### src/ess_pkg.sv
// Purpose: Shared constants and types for the engine start/stop sequencer
// Assumes: 32-bit AXI4-Lite register space, one-second tick from aclk
// Notes:   Offsets are byte addresses; every timer field is in seconds but the start delay
package ess_pkg;
  // ==========================================================================
  // Register map
  localparam logic [7:0]  OFS_CTRL   = 8'h00;
  localparam logic [7:0]  OFS_TIM0   = 8'h04;
  localparam logic [7:0]  OFS_TIM1   = 8'h08;
  localparam logic [7:0]  OFS_TIM2   = 8'h0C;
  localparam logic [7:0]  OFS_TIM3   = 8'h10;
  localparam logic [7:0]  OFS_OPT    = 8'h14;
  localparam logic [7:0]  OFS_STATUS = 8'h18;
  localparam logic [7:0]  OFS_EVENT  = 8'h1C;
  // ==========================================================================
  // Reset values
  localparam logic [31:0] RST_CTRL   = 32'h0000_0000;
  localparam logic [31:0] RST_TIM0   = 32'h0600_0001;
  localparam logic [31:0] RST_TIM1   = 32'h0505_040A;
  localparam logic [31:0] RST_TIM2   = 32'h0078_0000;
  localparam logic [31:0] RST_TIM3   = 32'h0102_0A0A;
  localparam logic [31:0] RST_OPT    = 32'h0000_0003;
  // ==========================================================================
  // Event bit positions
  localparam int EV_START_FAIL = 0;
  localparam int EV_STOP_FAIL  = 1;
  localparam int EV_CHARGE     = 2;
  localparam int EV_FUEL_LOSS  = 3;
  localparam int EV_REFUEL     = 4;
  localparam int EV_W          = 5;
  // ==========================================================================
  // Input pin positions
  localparam int IN_MAINS_FAIL = 0;
  localparam int IN_VOLT       = 1;
  localparam int IN_FREQ       = 2;
  localparam int IN_RPM        = 3;
  localparam int IN_CHG_OK     = 4;
  localparam int IN_CHG_LOW    = 5;
  localparam int IN_OIL_SW     = 6;
  localparam int IN_OIL_HI     = 7;
  localparam int IN_COOL_HOT   = 8;
  localparam int IN_FUEL_LOSS  = 9;
  localparam int IN_REFUEL     = 10;
  localparam int IN_W          = 11;
  // ==========================================================================
  // Timing
  localparam int          CLK_HZ      = 200_000_000;
  localparam int          TICK_SEC    = 1;
  localparam int          TICK_CYCLES = CLK_HZ * TICK_SEC;
  localparam logic [15:0] SEC_PER_MIN = 16'h003C;
  localparam logic [1:0]  RESP_OKAY   = 2'h0;
  localparam logic [1:0]  RESP_SLVERR = 2'h2;

  typedef enum logic [3:0] {
    ST_OFF      = 4'h0,
    ST_DELAY    = 4'h1,
    ST_PREHEAT  = 4'h2,
    ST_CRANK    = 4'h3,
    ST_REST     = 4'h4,
    ST_IDLE_RUN = 4'h5,
    ST_HEAT     = 4'h6,
    ST_LOADED   = 4'h7,
    ST_COOL     = 4'h8,
    ST_IDLE_STP = 4'h9,
    ST_STOPPING = 4'hA,
    ST_FAILED   = 4'hB
  } ess_state_e;

  typedef struct packed {
    logic fuel;
    logic preheat;
    logic crank;
    logic choke;
    logic gas;
    logic idle;
    logic stop;
  } ess_relay_s;
endpackage : ess_pkg

### src/ess_sequencer.sv
// Purpose: Engine start/stop sequencer with AXI4-Lite configuration
// Assumes: Comparator results arrive as asynchronous level pins
// Notes:   The state timer restarts on every state change; charge and holdoff timers run across states
//
// Behaviour
// - Charge fault after charge voltage stays low for whole charge fail time.
// - After mains failure wait start delay in minutes, then energize fuel.
// - Preheat active for preheat time after fuel on, before cranking.
// - Crank attempt lasts at most crank time, ends early when engine fires.
// - Pause between attempts; number of attempts limited to configured count.
// - No load before heating done; method 1 also waits for coolant temperature.
// - Heating time configurable, 0 to 255 seconds, default 4.
// - After mains return run unloaded for cooldown time before stopping.
// - Stop output until engine stops, at most stop time; still running afterwards raises warning.
// - Choke on with crank, off after choke delay or engine running.
// - Idle output for idle-run time after start; low checks suppressed.
// - Idle output for idle-stop time before stop; low checks suppressed.
// - Low checks re-enabled only after holdoff following an idle period.
// - Gas solenoid opens during cranking after the gas delay.
// - Crank cut on L1 voltage, frequency, speed or charge voltage reached.
// - Charge voltage crank cut only when charge input connected is set.
// - Oil crank cut, when enabled, after delay on oil switch or pressure.
// - Fuel consumption threshold gates fuel-loss and refuel messages; 0 suppresses.
`timescale 1ns/10ps
`default_nettype none
module ess_sequencer #(
  parameter int TICK_CYCLES = ess_pkg::TICK_CYCLES
) (
  input  wire logic                   aclk,
  input  wire logic                   aresetn,
  input  wire logic [7:0]             s_axi_awaddr,
  input  wire logic                   s_axi_awvalid,
  output logic                        s_axi_awready,
  input  wire logic [31:0]            s_axi_wdata,
  input  wire logic [3:0]             s_axi_wstrb,
  input  wire logic                   s_axi_wvalid,
  output logic                        s_axi_wready,
  output logic [1:0]                  s_axi_bresp,
  output logic                        s_axi_bvalid,
  input  wire logic                   s_axi_bready,
  input  wire logic [7:0]             s_axi_araddr,
  input  wire logic                   s_axi_arvalid,
  output logic                        s_axi_arready,
  output logic [31:0]                 s_axi_rdata,
  output logic [1:0]                  s_axi_rresp,
  output logic                        s_axi_rvalid,
  input  wire logic                   s_axi_rready,
  input  wire logic [ess_pkg::IN_W-1:0] sense_pins,
  output ess_pkg::ess_relay_s         relays,
  output logic                        load_ready,
  output logic                        low_checks_enable,
  output logic                        stop_failure_warning,
  output logic                        fuel_loss_msg,
  output logic                        refuel_msg
);
  // ==========================================================================
  // Helpers
  function automatic logic [31:0] merge(input logic [31:0] old_v,
                                         input logic [31:0] new_v,
                                         input logic [3:0]  strb);
    logic [31:0] res;
    res = old_v;
    for (int i = 0; i < 4; i++) begin
      if (strb[i]) begin
        res[i*8 +: 8] = new_v[i*8 +: 8];
      end
    end
    return res;
  endfunction : merge

  function automatic logic done(input logic [15:0] cnt, input logic [15:0] lim);
    return cnt >= lim;
  endfunction : done

  // ==========================================================================
  // Input synchronisers
  logic [ess_pkg::IN_W-1:0] sync_a;
  logic [ess_pkg::IN_W-1:0] sync_b;
  logic [ess_pkg::IN_W-1:0] sync_d;
  always_ff @(posedge aclk) begin
    sync_a <= sense_pins;
    sync_b <= sync_a;
    sync_d <= aresetn ? sync_b : '0;
  end

  wire logic mains_fail = sync_b[ess_pkg::IN_MAINS_FAIL];
  wire logic chg_low    = sync_b[ess_pkg::IN_CHG_LOW];
  wire logic cool_hot   = sync_b[ess_pkg::IN_COOL_HOT];
  wire logic oil_cond   = sync_b[ess_pkg::IN_OIL_SW] | sync_b[ess_pkg::IN_OIL_HI];
  wire logic fuel_rise  = sync_b[ess_pkg::IN_FUEL_LOSS] & ~sync_d[ess_pkg::IN_FUEL_LOSS];
  wire logic refl_rise  = sync_b[ess_pkg::IN_REFUEL] & ~sync_d[ess_pkg::IN_REFUEL];

  // ==========================================================================
  // Registers
  logic [31:0]             reg_ctrl;
  logic [31:0]             reg_tim0;
  logic [31:0]             reg_tim1;
  logic [31:0]             reg_tim2;
  logic [31:0]             reg_tim3;
  logic [31:0]             reg_opt;
  logic [ess_pkg::EV_W-1:0] events;
  logic [ess_pkg::EV_W-1:0] ev_set;

  wire logic        seq_enable  = reg_ctrl[0];
  wire logic [15:0] t_start_min = {6'h00, reg_tim0[9:0]};
  wire logic [15:0] t_preheat   = {11'h000, reg_tim0[20:16]};
  wire logic [15:0] t_crank     = {12'h000, reg_tim0[27:24]};
  wire logic [15:0] t_rest      = {8'h00, reg_tim1[7:0]};
  wire logic [15:0] t_heat      = {8'h00, reg_tim1[15:8]};
  wire logic [15:0] t_choke     = {8'h00, reg_tim1[23:16]};
  wire logic [15:0] t_gas       = {8'h00, reg_tim1[31:24]};
  wire logic [15:0] t_idle_run  = {8'h00, reg_tim2[7:0]};
  wire logic [15:0] t_idle_stp  = {8'h00, reg_tim2[15:8]};
  wire logic [15:0] t_cool      = {6'h00, reg_tim2[25:16]};
  wire logic [15:0] t_stop      = {9'h000, reg_tim3[6:0]};
  wire logic [15:0] t_holdoff   = {11'h000, reg_tim3[12:8]};
  wire logic [15:0] t_oil       = {11'h000, reg_tim3[20:16]};
  wire logic [15:0] t_chg_fail  = {9'h000, reg_tim3[30:24]};
  wire logic [2:0]  n_starts    = reg_opt[2:0];
  wire logic        heat_method = reg_opt[4];
  wire logic        oil_cut_en  = reg_opt[5];
  wire logic        chg_conn    = reg_opt[6];
  wire logic [6:0]  fuel_thr    = reg_opt[14:8];

  // Start delay held in minutes; compared in ticks, fits 720*60 in 16 bits
  wire logic [15:0] t_start_sec = 16'(t_start_min * ess_pkg::SEC_PER_MIN);

  // ==========================================================================
  // Sequencer state and timers
  ess_pkg::ess_state_e state;
  ess_pkg::ess_state_e next_state;
  logic [31:0]         tick_div;
  logic                tick;
  logic [15:0]         secs;
  logic [15:0]         oil_secs;
  logic [15:0]         chg_secs;
  logic [15:0]         hold_secs;
  logic [2:0]          attempts;

  wire logic st_change = (next_state != state);
  wire logic firing    = sync_b[ess_pkg::IN_VOLT] | sync_b[ess_pkg::IN_FREQ]
                       | sync_b[ess_pkg::IN_RPM]
                       | (chg_conn & sync_b[ess_pkg::IN_CHG_OK]);
  wire logic oil_cut   = oil_cut_en & oil_cond & done(oil_secs, t_oil);
  wire logic crank_cut = firing | oil_cut;
  wire logic running   = sync_b[ess_pkg::IN_VOLT] | sync_b[ess_pkg::IN_FREQ]
                       | sync_b[ess_pkg::IN_RPM];
  wire logic eng_on    = (state >= ess_pkg::ST_IDLE_RUN) && (state <= ess_pkg::ST_STOPPING);
  wire logic in_idle   = (state == ess_pkg::ST_IDLE_RUN) || (state == ess_pkg::ST_IDLE_STP);
  wire logic last_try  = (attempts + 3'h1) >= n_starts;
  wire logic heat_done = done(secs, t_heat) & (~heat_method | cool_hot);

  // Divider restarts on entry so a state's first second is a full one
  always_ff @(posedge aclk) begin
    if (!aresetn || st_change || tick) begin
      tick_div <= '0;
    end else begin
      tick_div <= tick_div + 32'h0000_0001;
    end
  end
  assign tick = (tick_div == 32'(TICK_CYCLES - 1));

  always_ff @(posedge aclk) begin
    if (!aresetn || st_change) begin
      secs <= '0;
    end else if (tick && secs != 16'hFFFF) begin
      secs <= secs + 16'h0001;
    end
  end

  always_ff @(posedge aclk) begin
    if (!aresetn || state != ess_pkg::ST_CRANK || !oil_cond) begin
      oil_secs <= '0;
    end else if (tick && oil_secs != 16'hFFFF) begin
      oil_secs <= oil_secs + 16'h0001;
    end
  end

  always_ff @(posedge aclk) begin
    if (!aresetn || !eng_on || !chg_low) begin
      chg_secs <= '0;
    end else if (tick && chg_secs != 16'hFFFF) begin
      chg_secs <= chg_secs + 16'h0001;
    end
  end

  always_ff @(posedge aclk) begin
    if (!aresetn || in_idle || !eng_on) begin
      hold_secs <= '0;
    end else if (tick && hold_secs != 16'hFFFF) begin
      hold_secs <= hold_secs + 16'h0001;
    end
  end

  always_ff @(posedge aclk) begin
    if (!aresetn || state == ess_pkg::ST_OFF) begin
      attempts <= '0;
    end else if (state == ess_pkg::ST_CRANK && next_state == ess_pkg::ST_REST) begin
      attempts <= attempts + 3'h1;
    end
  end

  always_comb begin
    next_state = state;
    unique case (state)
      ess_pkg::ST_OFF: begin
        if (seq_enable && mains_fail) next_state = ess_pkg::ST_DELAY;
      end
      ess_pkg::ST_DELAY: begin
        if (!mains_fail) next_state = ess_pkg::ST_OFF;
        else if (done(secs, t_start_sec)) next_state = ess_pkg::ST_PREHEAT;
      end
      ess_pkg::ST_PREHEAT: begin
        if (done(secs, t_preheat)) next_state = ess_pkg::ST_CRANK;
      end
      ess_pkg::ST_CRANK: begin
        if (crank_cut) next_state = ess_pkg::ST_IDLE_RUN;
        else if (done(secs, t_crank)) begin
          next_state = last_try ? ess_pkg::ST_FAILED : ess_pkg::ST_REST;
        end
      end
      ess_pkg::ST_REST: begin
        if (done(secs, t_rest)) next_state = ess_pkg::ST_CRANK;
      end
      ess_pkg::ST_IDLE_RUN: begin
        if (done(secs, t_idle_run)) next_state = ess_pkg::ST_HEAT;
      end
      ess_pkg::ST_HEAT: begin
        if (heat_done) next_state = ess_pkg::ST_LOADED;
      end
      ess_pkg::ST_LOADED: begin
        if (!mains_fail) next_state = ess_pkg::ST_COOL;
      end
      ess_pkg::ST_COOL: begin
        if (mains_fail) next_state = ess_pkg::ST_LOADED;
        else if (done(secs, t_cool)) next_state = ess_pkg::ST_IDLE_STP;
      end
      ess_pkg::ST_IDLE_STP: begin
        if (done(secs, t_idle_stp)) next_state = ess_pkg::ST_STOPPING;
      end
      ess_pkg::ST_STOPPING: begin
        if (!running || done(secs, t_stop)) next_state = ess_pkg::ST_OFF;
      end
      ess_pkg::ST_FAILED: begin
        if (!seq_enable) next_state = ess_pkg::ST_OFF;
      end
      default: next_state = ess_pkg::ST_OFF;
    endcase
  end

  always_ff @(posedge aclk) begin
    if (!aresetn) begin
      state <= ess_pkg::ST_OFF;
    end else begin
      state <= next_state;
    end
  end

  // ==========================================================================
  // Relay outputs, registered
  wire logic cranking = (state == ess_pkg::ST_CRANK) && !crank_cut;
  always_ff @(posedge aclk) begin
    if (!aresetn) begin
      relays <= '0;
    end else begin
      relays.fuel    <= (state >= ess_pkg::ST_PREHEAT) && (state <= ess_pkg::ST_IDLE_STP);
      relays.preheat <= (state == ess_pkg::ST_PREHEAT);
      relays.crank   <= cranking;
      relays.choke   <= cranking && !done(secs, t_choke) && !running;
      relays.gas     <= cranking && done(secs, t_gas);
      relays.idle    <= in_idle;
      relays.stop    <= (state == ess_pkg::ST_STOPPING);
    end
  end

  always_ff @(posedge aclk) begin
    if (!aresetn) begin
      load_ready        <= 1'b0;
      low_checks_enable <= 1'b0;
      fuel_loss_msg     <= 1'b0;
      refuel_msg        <= 1'b0;
    end else begin
      load_ready        <= (state == ess_pkg::ST_LOADED);
      low_checks_enable <= eng_on && !in_idle && done(hold_secs, t_holdoff);
      fuel_loss_msg     <= fuel_rise && (fuel_thr != 7'h00);
      refuel_msg        <= refl_rise && (fuel_thr != 7'h00);
    end
  end

  // ==========================================================================
  // Sticky events
  always_comb begin
    ev_set = '0;
    ev_set[ess_pkg::EV_START_FAIL] = (state == ess_pkg::ST_CRANK)
                                   && (next_state == ess_pkg::ST_FAILED);
    ev_set[ess_pkg::EV_STOP_FAIL]  = (state == ess_pkg::ST_STOPPING) && running
                                   && done(secs, t_stop);
    ev_set[ess_pkg::EV_CHARGE]     = eng_on && chg_low && done(chg_secs, t_chg_fail);
    ev_set[ess_pkg::EV_FUEL_LOSS]  = fuel_rise && (fuel_thr != 7'h00);
    ev_set[ess_pkg::EV_REFUEL]     = refl_rise && (fuel_thr != 7'h00);
  end
  assign stop_failure_warning = events[ess_pkg::EV_STOP_FAIL];

  // ==========================================================================
  // AXI4-Lite write channel
  logic        aw_held;
  logic        w_held;
  logic [7:0]  aw_addr;
  logic [31:0] w_data;
  logic [3:0]  w_strb;

  assign s_axi_awready = !aw_held && !s_axi_bvalid;
  assign s_axi_wready  = !w_held && !s_axi_bvalid;
  wire logic aw_go  = s_axi_awvalid && s_axi_awready;
  wire logic w_go   = s_axi_wvalid && s_axi_wready;
  wire logic wr_do  = (aw_held || aw_go) && (w_held || w_go);
  wire logic [7:0]  wa = aw_held ? aw_addr : s_axi_awaddr;
  wire logic [31:0] wd = w_held ? w_data : s_axi_wdata;
  wire logic [3:0]  ws = w_held ? w_strb : s_axi_wstrb;
  wire logic wa_ok = (wa <= ess_pkg::OFS_EVENT) && (wa[1:0] == 2'b00)
                     && (wa != ess_pkg::OFS_STATUS);
  wire logic [31:0] ev_clr = (wr_do && wa == ess_pkg::OFS_EVENT)
                             ? merge(32'h0, wd, ws) : 32'h0;

  always_ff @(posedge aclk) begin
    if (!aresetn) begin
      aw_held <= 1'b0;
      w_held  <= 1'b0;
      aw_addr <= '0;
      w_data  <= '0;
      w_strb  <= '0;
    end else begin
      if (aw_go) aw_addr <= s_axi_awaddr;
      if (w_go) begin
        w_data <= s_axi_wdata;
        w_strb <= s_axi_wstrb;
      end
      aw_held <= wr_do ? 1'b0 : (aw_held | aw_go);
      w_held  <= wr_do ? 1'b0 : (w_held | w_go);
    end
  end

  always_ff @(posedge aclk) begin
    if (!aresetn) begin
      s_axi_bvalid <= 1'b0;
      s_axi_bresp  <= ess_pkg::RESP_OKAY;
    end else if (wr_do) begin
      s_axi_bvalid <= 1'b1;
      s_axi_bresp  <= wa_ok ? ess_pkg::RESP_OKAY : ess_pkg::RESP_SLVERR;
    end else if (s_axi_bready) begin
      s_axi_bvalid <= 1'b0;
    end
  end

  always_ff @(posedge aclk) begin
    if (!aresetn) begin
      reg_ctrl <= ess_pkg::RST_CTRL;
      reg_tim0 <= ess_pkg::RST_TIM0;
      reg_tim1 <= ess_pkg::RST_TIM1;
      reg_tim2 <= ess_pkg::RST_TIM2;
      reg_tim3 <= ess_pkg::RST_TIM3;
      reg_opt  <= ess_pkg::RST_OPT;
    end else if (wr_do) begin
      if (wa == ess_pkg::OFS_CTRL) reg_ctrl <= merge(reg_ctrl, wd, ws) & 32'h0000_0001;
      if (wa == ess_pkg::OFS_TIM0) reg_tim0 <= merge(reg_tim0, wd, ws) & 32'h0F1F_03FF;
      if (wa == ess_pkg::OFS_TIM1) reg_tim1 <= merge(reg_tim1, wd, ws);
      if (wa == ess_pkg::OFS_TIM2) reg_tim2 <= merge(reg_tim2, wd, ws) & 32'h03FF_FFFF;
      if (wa == ess_pkg::OFS_TIM3) reg_tim3 <= merge(reg_tim3, wd, ws) & 32'h7F1F_1F7F;
      if (wa == ess_pkg::OFS_OPT)  reg_opt  <= merge(reg_opt, wd, ws) & 32'h0000_7F77;
    end
  end

  // Set wins over a write-one clear in the same cycle
  always_ff @(posedge aclk) begin
    if (!aresetn) begin
      events <= '0;
    end else begin
      events <= (events & ~ev_clr[ess_pkg::EV_W-1:0]) | ev_set;
    end
  end

  // ==========================================================================
  // AXI4-Lite read channel
  assign s_axi_arready = !s_axi_rvalid;
  wire logic [7:0] ra = s_axi_araddr;
  wire logic [31:0] status_word = {16'h0000, relays, load_ready,
                                   low_checks_enable, attempts, state};
  wire logic [31:0] rd_mux =
      (ra == ess_pkg::OFS_CTRL)   ? reg_ctrl :
      (ra == ess_pkg::OFS_TIM0)   ? reg_tim0 :
      (ra == ess_pkg::OFS_TIM1)   ? reg_tim1 :
      (ra == ess_pkg::OFS_TIM2)   ? reg_tim2 :
      (ra == ess_pkg::OFS_TIM3)   ? reg_tim3 :
      (ra == ess_pkg::OFS_OPT)    ? reg_opt  :
      (ra == ess_pkg::OFS_STATUS) ? status_word :
      (ra == ess_pkg::OFS_EVENT)  ? {27'h0, events} : 32'h0;
  wire logic ra_ok = (ra <= ess_pkg::OFS_EVENT) && (ra[1:0] == 2'b00);

  always_ff @(posedge aclk) begin
    if (!aresetn) begin
      s_axi_rvalid <= 1'b0;
      s_axi_rdata  <= '0;
      s_axi_rresp  <= ess_pkg::RESP_OKAY;
    end else if (s_axi_arvalid && s_axi_arready) begin
      s_axi_rvalid <= 1'b1;
      s_axi_rdata  <= ra_ok ? rd_mux : 32'h0;
      s_axi_rresp  <= ra_ok ? ess_pkg::RESP_OKAY : ess_pkg::RESP_SLVERR;
    end else if (s_axi_rready) begin
      s_axi_rvalid <= 1'b0;
    end
  end
endmodule : ess_sequencer
`default_nettype wire

### config.mk
export PLATFORM = sky130hd
export DESIGN_NAME = ess_sequencer
export DESIGN_NICKNAME = d
export VERILOG_FILES = /design/src/ess_pkg.sv /design/src/ess_sequencer.sv
export SDC_FILE = /design/constraint.sdc
export NUM_CORES = 1
export LEC_CHECK = 0
export BUFFER_PORTS_ARGS = -buffer_cell sky130_fd_sc_hd__buf_2
export CAP_MARGIN = 20
export CORE_ASPECT_RATIO = 2
export CORE_MARGIN = 3
export CORE_UTILIZATION = 61
export CTS_CLUSTER_SIZE = 25
export DETAILED_ROUTE_END_ITERATION = 7
export PLACE_DENSITY = 0.8
export SKIP_LAST_GASP = 1
export SLEW_MARGIN = 40
export SYNTH_ARGS = -nofsm -noshare
export SYNTH_HDL_FRONTEND = slang
export SYNTH_SLANG_ARGS = --single-unit
export TNS_END_PERCENT = 50
### constraint.sdc
create_clock -name aclk -period 6.5 [get_ports aclk]
set_input_delay 0.65 -clock aclk [delete_from_list [all_inputs] [get_ports aclk]]
set_output_delay 0.65 -clock aclk [all_outputs]
set_load 0.01 [all_outputs]
# Word level (Yosys, flattened, before mapping)
# Index checks and enable logic that the tools add are counted.
# op_classes
addsub	6
mul	1
div	0
magnitude_cmp	21
n_eq_ne	34
n_shift	0
muxes	37
bitwise_logic	21
reduce_logical	84
# op_table
op	count
$mux 32	5
$ge 16x8->1	6
$mux 4	17
$add 16x1->16 const B	4
$ne 16x16->1 const B	4
$mux 31	2
$reduce_and 3->1	19
$eq 8x5->1 const B	7
$ge 16x5->1	3
$pmux 4 s12	1
$add 32x1->32 const B	1
$eq 32x28->1 const B	1
$eq 8x4->1 const B	4
$ge 16x7->1	2
$mux 16	2
$logic_and 1x1->1	31
$eq 4x3->1 const B	5
$eq 4x4->1 const B	5
$eq 8x3->1 const B	2
$ge 16x10->1	1
$ge 16x16->1	1
$ge 16x4->1	1
$le 8x5->1 const B	2
$logic_not 8->1	2
28 further kinds	76
# word_totals
regBits	351
latchBits	0
mem_bits_rw	0
rom_bits	0
in_bits	70
word_cells	255
mem_count	0

# Logic depth before layout (Yosys ltp)
# logic_depth
word_depth	10
depth_mapped	23
mapped_depth_nobuf	21

# Worst setup path before layout
# OpenSTA, ideal clock, no wires.
# synth_timing
path_type	flip-flop to flip-flop
startpoint	register reg_tim0[1]
endpoint	register secs[1]
setup_ns	0.115
t_arrival_ns	4.871
required_time_ns	6.385
slack_ns	1.514
path_stages_with_launch	24
n_path_buf	2
cell_sequence	dfxtp_1 -> inv_1 -> fa_1 -> fa_1 -> inv_1 -> ha_1 -> a21oi_1 -> o21ai_0 -> a31oi_1 -> nor2b_1 -> o21ai_0 -> a21oi_1 -> xnor2_1 -> ha_1 -> and4_1 -> o211ai_1 -> o21bai_1 -> nand3_1 -> o311ai_0 -> or4_4 -> a32oi_2 -> buf_4 -> buf_6 -> nor2_1
# synth_via
elab_chain_len	7
# synth_lines
item	line_no	rtl
start, declared	ess_sequencer.sv:96	logic [31:0] reg_tim0;
start signal, assigned	ess_sequencer.sv:358	reg_tim0 <= ess_pkg::RST_TIM0;
start signal, assigned	ess_sequencer.sv:365	if (wa == ess_pkg::OFS_TIM0) reg_tim0 <= merge(reg_tim0, wd, ws) & 32'h0F1F_03FF;
$mul 10x4->14	ess_sequencer.sv:126	wire logic [15:0] t_start_sec = 16'(t_start_min * ess_pkg::SEC_PER_MIN);
$ge 16x16->1	ess_sequencer.sv:72	return cnt >= lim;
$mux 4	ess_sequencer.sv:211	else if (done(secs, t_start_sec)) next_state = ess_pkg::ST_PREHEAT;
$mux 4	ess_sequencer.sv:210	if (!mains_fail) next_state = ess_pkg::ST_OFF;
$pmux 4 s12	ess_sequencer.sv:205	unique case (state)
$ne 4x4->1	ess_sequencer.sv:140	wire logic st_change = (next_state != state);
$logic_or 1x1->1	ess_sequencer.sv:164	if (!aresetn || st_change) begin
end signal, assigned	ess_sequencer.sv:167	secs <= secs + 16'h0001;
end, declared	ess_sequencer.sv:134	logic [15:0] secs;
# Every way passes these cells.
# A chain may end at the register's enable or synchronous reset.

# Final worst setup path
# layout_timing
startpoint	register reg_tim0[2]
endpoint	register secs[0]
# The elaborated chain is that of the path after synthesis.

==> results.cfg <==
[run_status]
status = complete, no violations

[cells_and_area]
fillers = 2389
area_growth_pct = 10.33
multi_input_area_um2 = 10190
regArea_um2 = 6810
nets = 2417
final_util_pct = 68.44
drive_above_1_share_pct = 10.65

[logic_synthesis]
netlist_area_um2 = 17890
async_flop_share_pct = 0
ys_types = 79
yosys.cell_count.top_type = dfxtp_1
synth_seq_cells = 340
synth_flop_cell = dfxtp_1
synth-edff-count = 0
ys_seq_area_share_pct = 38.04
yosysWarnings = 0
synth_top_area_share_pct = 38.04
synthTopCellsByArea = dfxtp_1 38%, ha_1 9.2%, nor2_1 5.5%, nand2_1 4.4%, a211oi_1 3.8%
synth_commonest_cells = 340 x dfxtp_1, 264 x nor2_1, 211 x nand2_1
avgSynthCellArea_um2 = 8.441
netlist_instances = 2120
yosysTopAreaCell = dfxtp_1

[global_route]
grt_max_degree = 93
grt_busiest_layer = met2
grt_usage_pct = 33.94
met2_usage_pct = 61.81
antenna_found_initial = 1
use_met3_pct = 4.464
met1_usage_pct = 34.72
overflow = 0
grt_pass1_vias = 15990
grt_pass1_wl_um = 84700

[clock_tree]
cts_tree = done
clkSinkCount = 340
cts_hold_buf = 0
cts_setup_buffers = 0
max-clock-path-buffers = 3
post_cts_resized = 0
cts_inserted_buffers = 30
htreeDepth = 1
clk_pin_slew_ns = 0.07
clkLatencyLatePin_ns = 0.58
cts-root-buf = clkbuf_16

[die]
die_x_um = 127.1
start_util_pct = 62.03
die-area_um2 = 31550
std_cell_rows = 88
io_pins = 123
fp.dieH_um = 248.2
core_area_um2 = 28850

[flow_run]
cap_violations = 0

[sta]
hold_violations = 0
maxSlewHeadroom_pct = 38.18
setup_viol = 0
finalSetupTns_ns = 0
finalMaxSlewViolations = 0
whs_ns = 0.1818
clock_skew_ns = 0.02322
worst_pin_slew_ns = 0.9015
rsz0062_at_grt = no
finalCritPeriodShare_pct = 88.11
fmax_mhz = 174.6
fin_crit_ns = 5.727

[place]
io_buffer_count = 120
dp_hpwl_um = 41400
routabilityCongestion = 1.034

[setup_path]
critical_path_class = reg2reg
r2r_start = reg_tim0[2]
rrSetupSlack_ns = 0.77
cp.arrival_ns = 6.17
critPathMaxFanout = 48
crit_required_ns = 6.94
endpoint_kind = flop
regToRegEndpoint = secs[0]
reg2regPathDepth = 22
cp-start-kind = flop

[hold_path]
hold_path.class = in2reg
hold_end = sync_a[4]
hold_depth = 1
min_from = sense_pins[4]

[route]
wl_um = 54740
num_vias = 16090
routedWlPerCell_um = 21.25
drc = 0
ant_nets = 0
avgViaCountPerCell = 6.244
drtIter0Drc = 1110
drt-pass1-iter-count = 6

[power_and_ir_drop]
vdd_ir_drop_max_uv = 255.1
cellPowerDensity_nw_per_um2 = 220.4
power.leakage_nw = 7.667
-- per-layer routing --
layer,wire (µm),up-vias
met2,27970,589
met5,0,-
met3,3003,224
met1,18950,7677
met4,4822,0
li1,-,7595
-- layout by cell type, fill, tap and decap left out, types with 19 or more instances in the layout --
| cell | n |
|---|---|
| a211oi_1 | 91 |
| a22oi_1 | 38 |
| buf_2 | 122 |
| nor4_1 | 20 |
| xnor2_1 | 36 |
| nor3_1 | 63 |
| a21oi_1 | 107 |
| mux2i_1 | 64 |
| ha_1 | 132 |
| o21ai_0 | 84 |
| clkbuf_16 | 31 |
| nor2b_1 | 19 |
| dfxtp_1 | 337 |
| or3_1 | 26 |
| nand2_1 | 211 |
| a21o_1 | 21 |
| nand4_1 | 24 |
| nor2_1 | 253 |
| nand3_1 | 55 |
| and3_1 | 21 |
| inv_1 | 147 |
| xor2_1 | 50 |
-- power breakdown --
part | leakage, nW | internal, W | switching, W | total (W)
sequential | 2.76 | 0.00213 | 0.0000332 | 0.00216
clock | 0.474 | 0.00102 | 0.000805 | 0.00183
combinational | 4.44 | 0.000119 | 0.000244 | 0.000363
total | 7.67 | 0.00327 | 0.00108 | 0.00435
-- cells by family (layout without fill, tap and decap cells) --
family / after synthesis / count (layout) / share of synthesized area (%)
simple gates: 777 / 777 / 20.23
mux: 81 / 81 / 4.838
xor+xnor: 86 / 86 / 4.209
flops: 340 / 340 / 38.04
other cells: 1 / 3 / 0.02096
buf+inv: 245 / 339 / 5.314
compound gates: 441 / 441 / 16.22
fa+ha+maj: 149 / 149 / 11.13
-- flip-flops by register name, indices dropped and copies added (netlist names), 7 cells and up --
name / count
aw_addr: 8
chg_secs: 16
hold_secs: 16
oil_secs: 16
reg_opt: 13
reg_tim0: 19
reg_tim1: 32
reg_tim2: 26
reg_tim3: 24
relays: 7
s_axi_rdata: 32
secs: 16
sync_a: 11
sync_b: 11
tick_div: 32
w_data: 32
-- critical path, stage by stage, from the launching register on --
cell and delay (ns):
dfxtp_1 0.40, inv_1 0.12, fa_1 0.49, fa_1 0.51
inv_1 0.04, ha_1 0.33, a21oi_1 0.31, o21ai_0 0.13
a31oi_1 0.29, nor2b_1 0.08, o21ai_0 0.24, a21oi_1 0.12
xnor2_1 0.14, ha_1 0.29, and4_1 0.22, o211ai_1 0.09
o21bai_1 0.19, nand3_1 0.12, o311ai_1 0.19, or4_4 0.55
a32oi_2 0.17, buf_4 0.44, nor2_1 0.11
-- final cells by class --
cell class	instances	share of cell area [%]
well taps	360	2.282
clock inverters	12	0.8429
diodes	1	0.01268
clock buffers	37	4.043
flip-flops and latches	340	34.50
multi-input cells	1536	51.63
repair buffers	141	3.834
inverters	149	2.858
-- worst max path at each step --
stage	start	end	slack (ns)	cells after the start
4_1_cts	reg_tim0[1]	secs[13]	0.67	22
2_1_floorplan	reg_tim0[1]	secs[1]	1.51	23
3_3_place_gp	reg_tim0[2]	tick_div[21]	0.82	22
6_report	reg_tim0[2]	secs[0]	0.77	22
5_1_grt	reg_tim0[1]	secs[13]	0.33	22
3_5_place_dp	reg_tim0[1]	tick_div[27]	0.63	22
-- per-stage QoR --
step                      std cells  area [µm²]  setup slack, ns  total power [W]
after floorplan                2121       17900            1.514         0.002436
after global placement         2524       18720           0.8183         0.002552
after detailed placement       2526       18770           0.6259         0.002565
after CTS                      2575       19730           0.6711         0.004368
after global routing           2576       19740           0.3325         0.004479
final                          2576       19740           0.7726         0.004352
(Power assumes the default switching activity.)
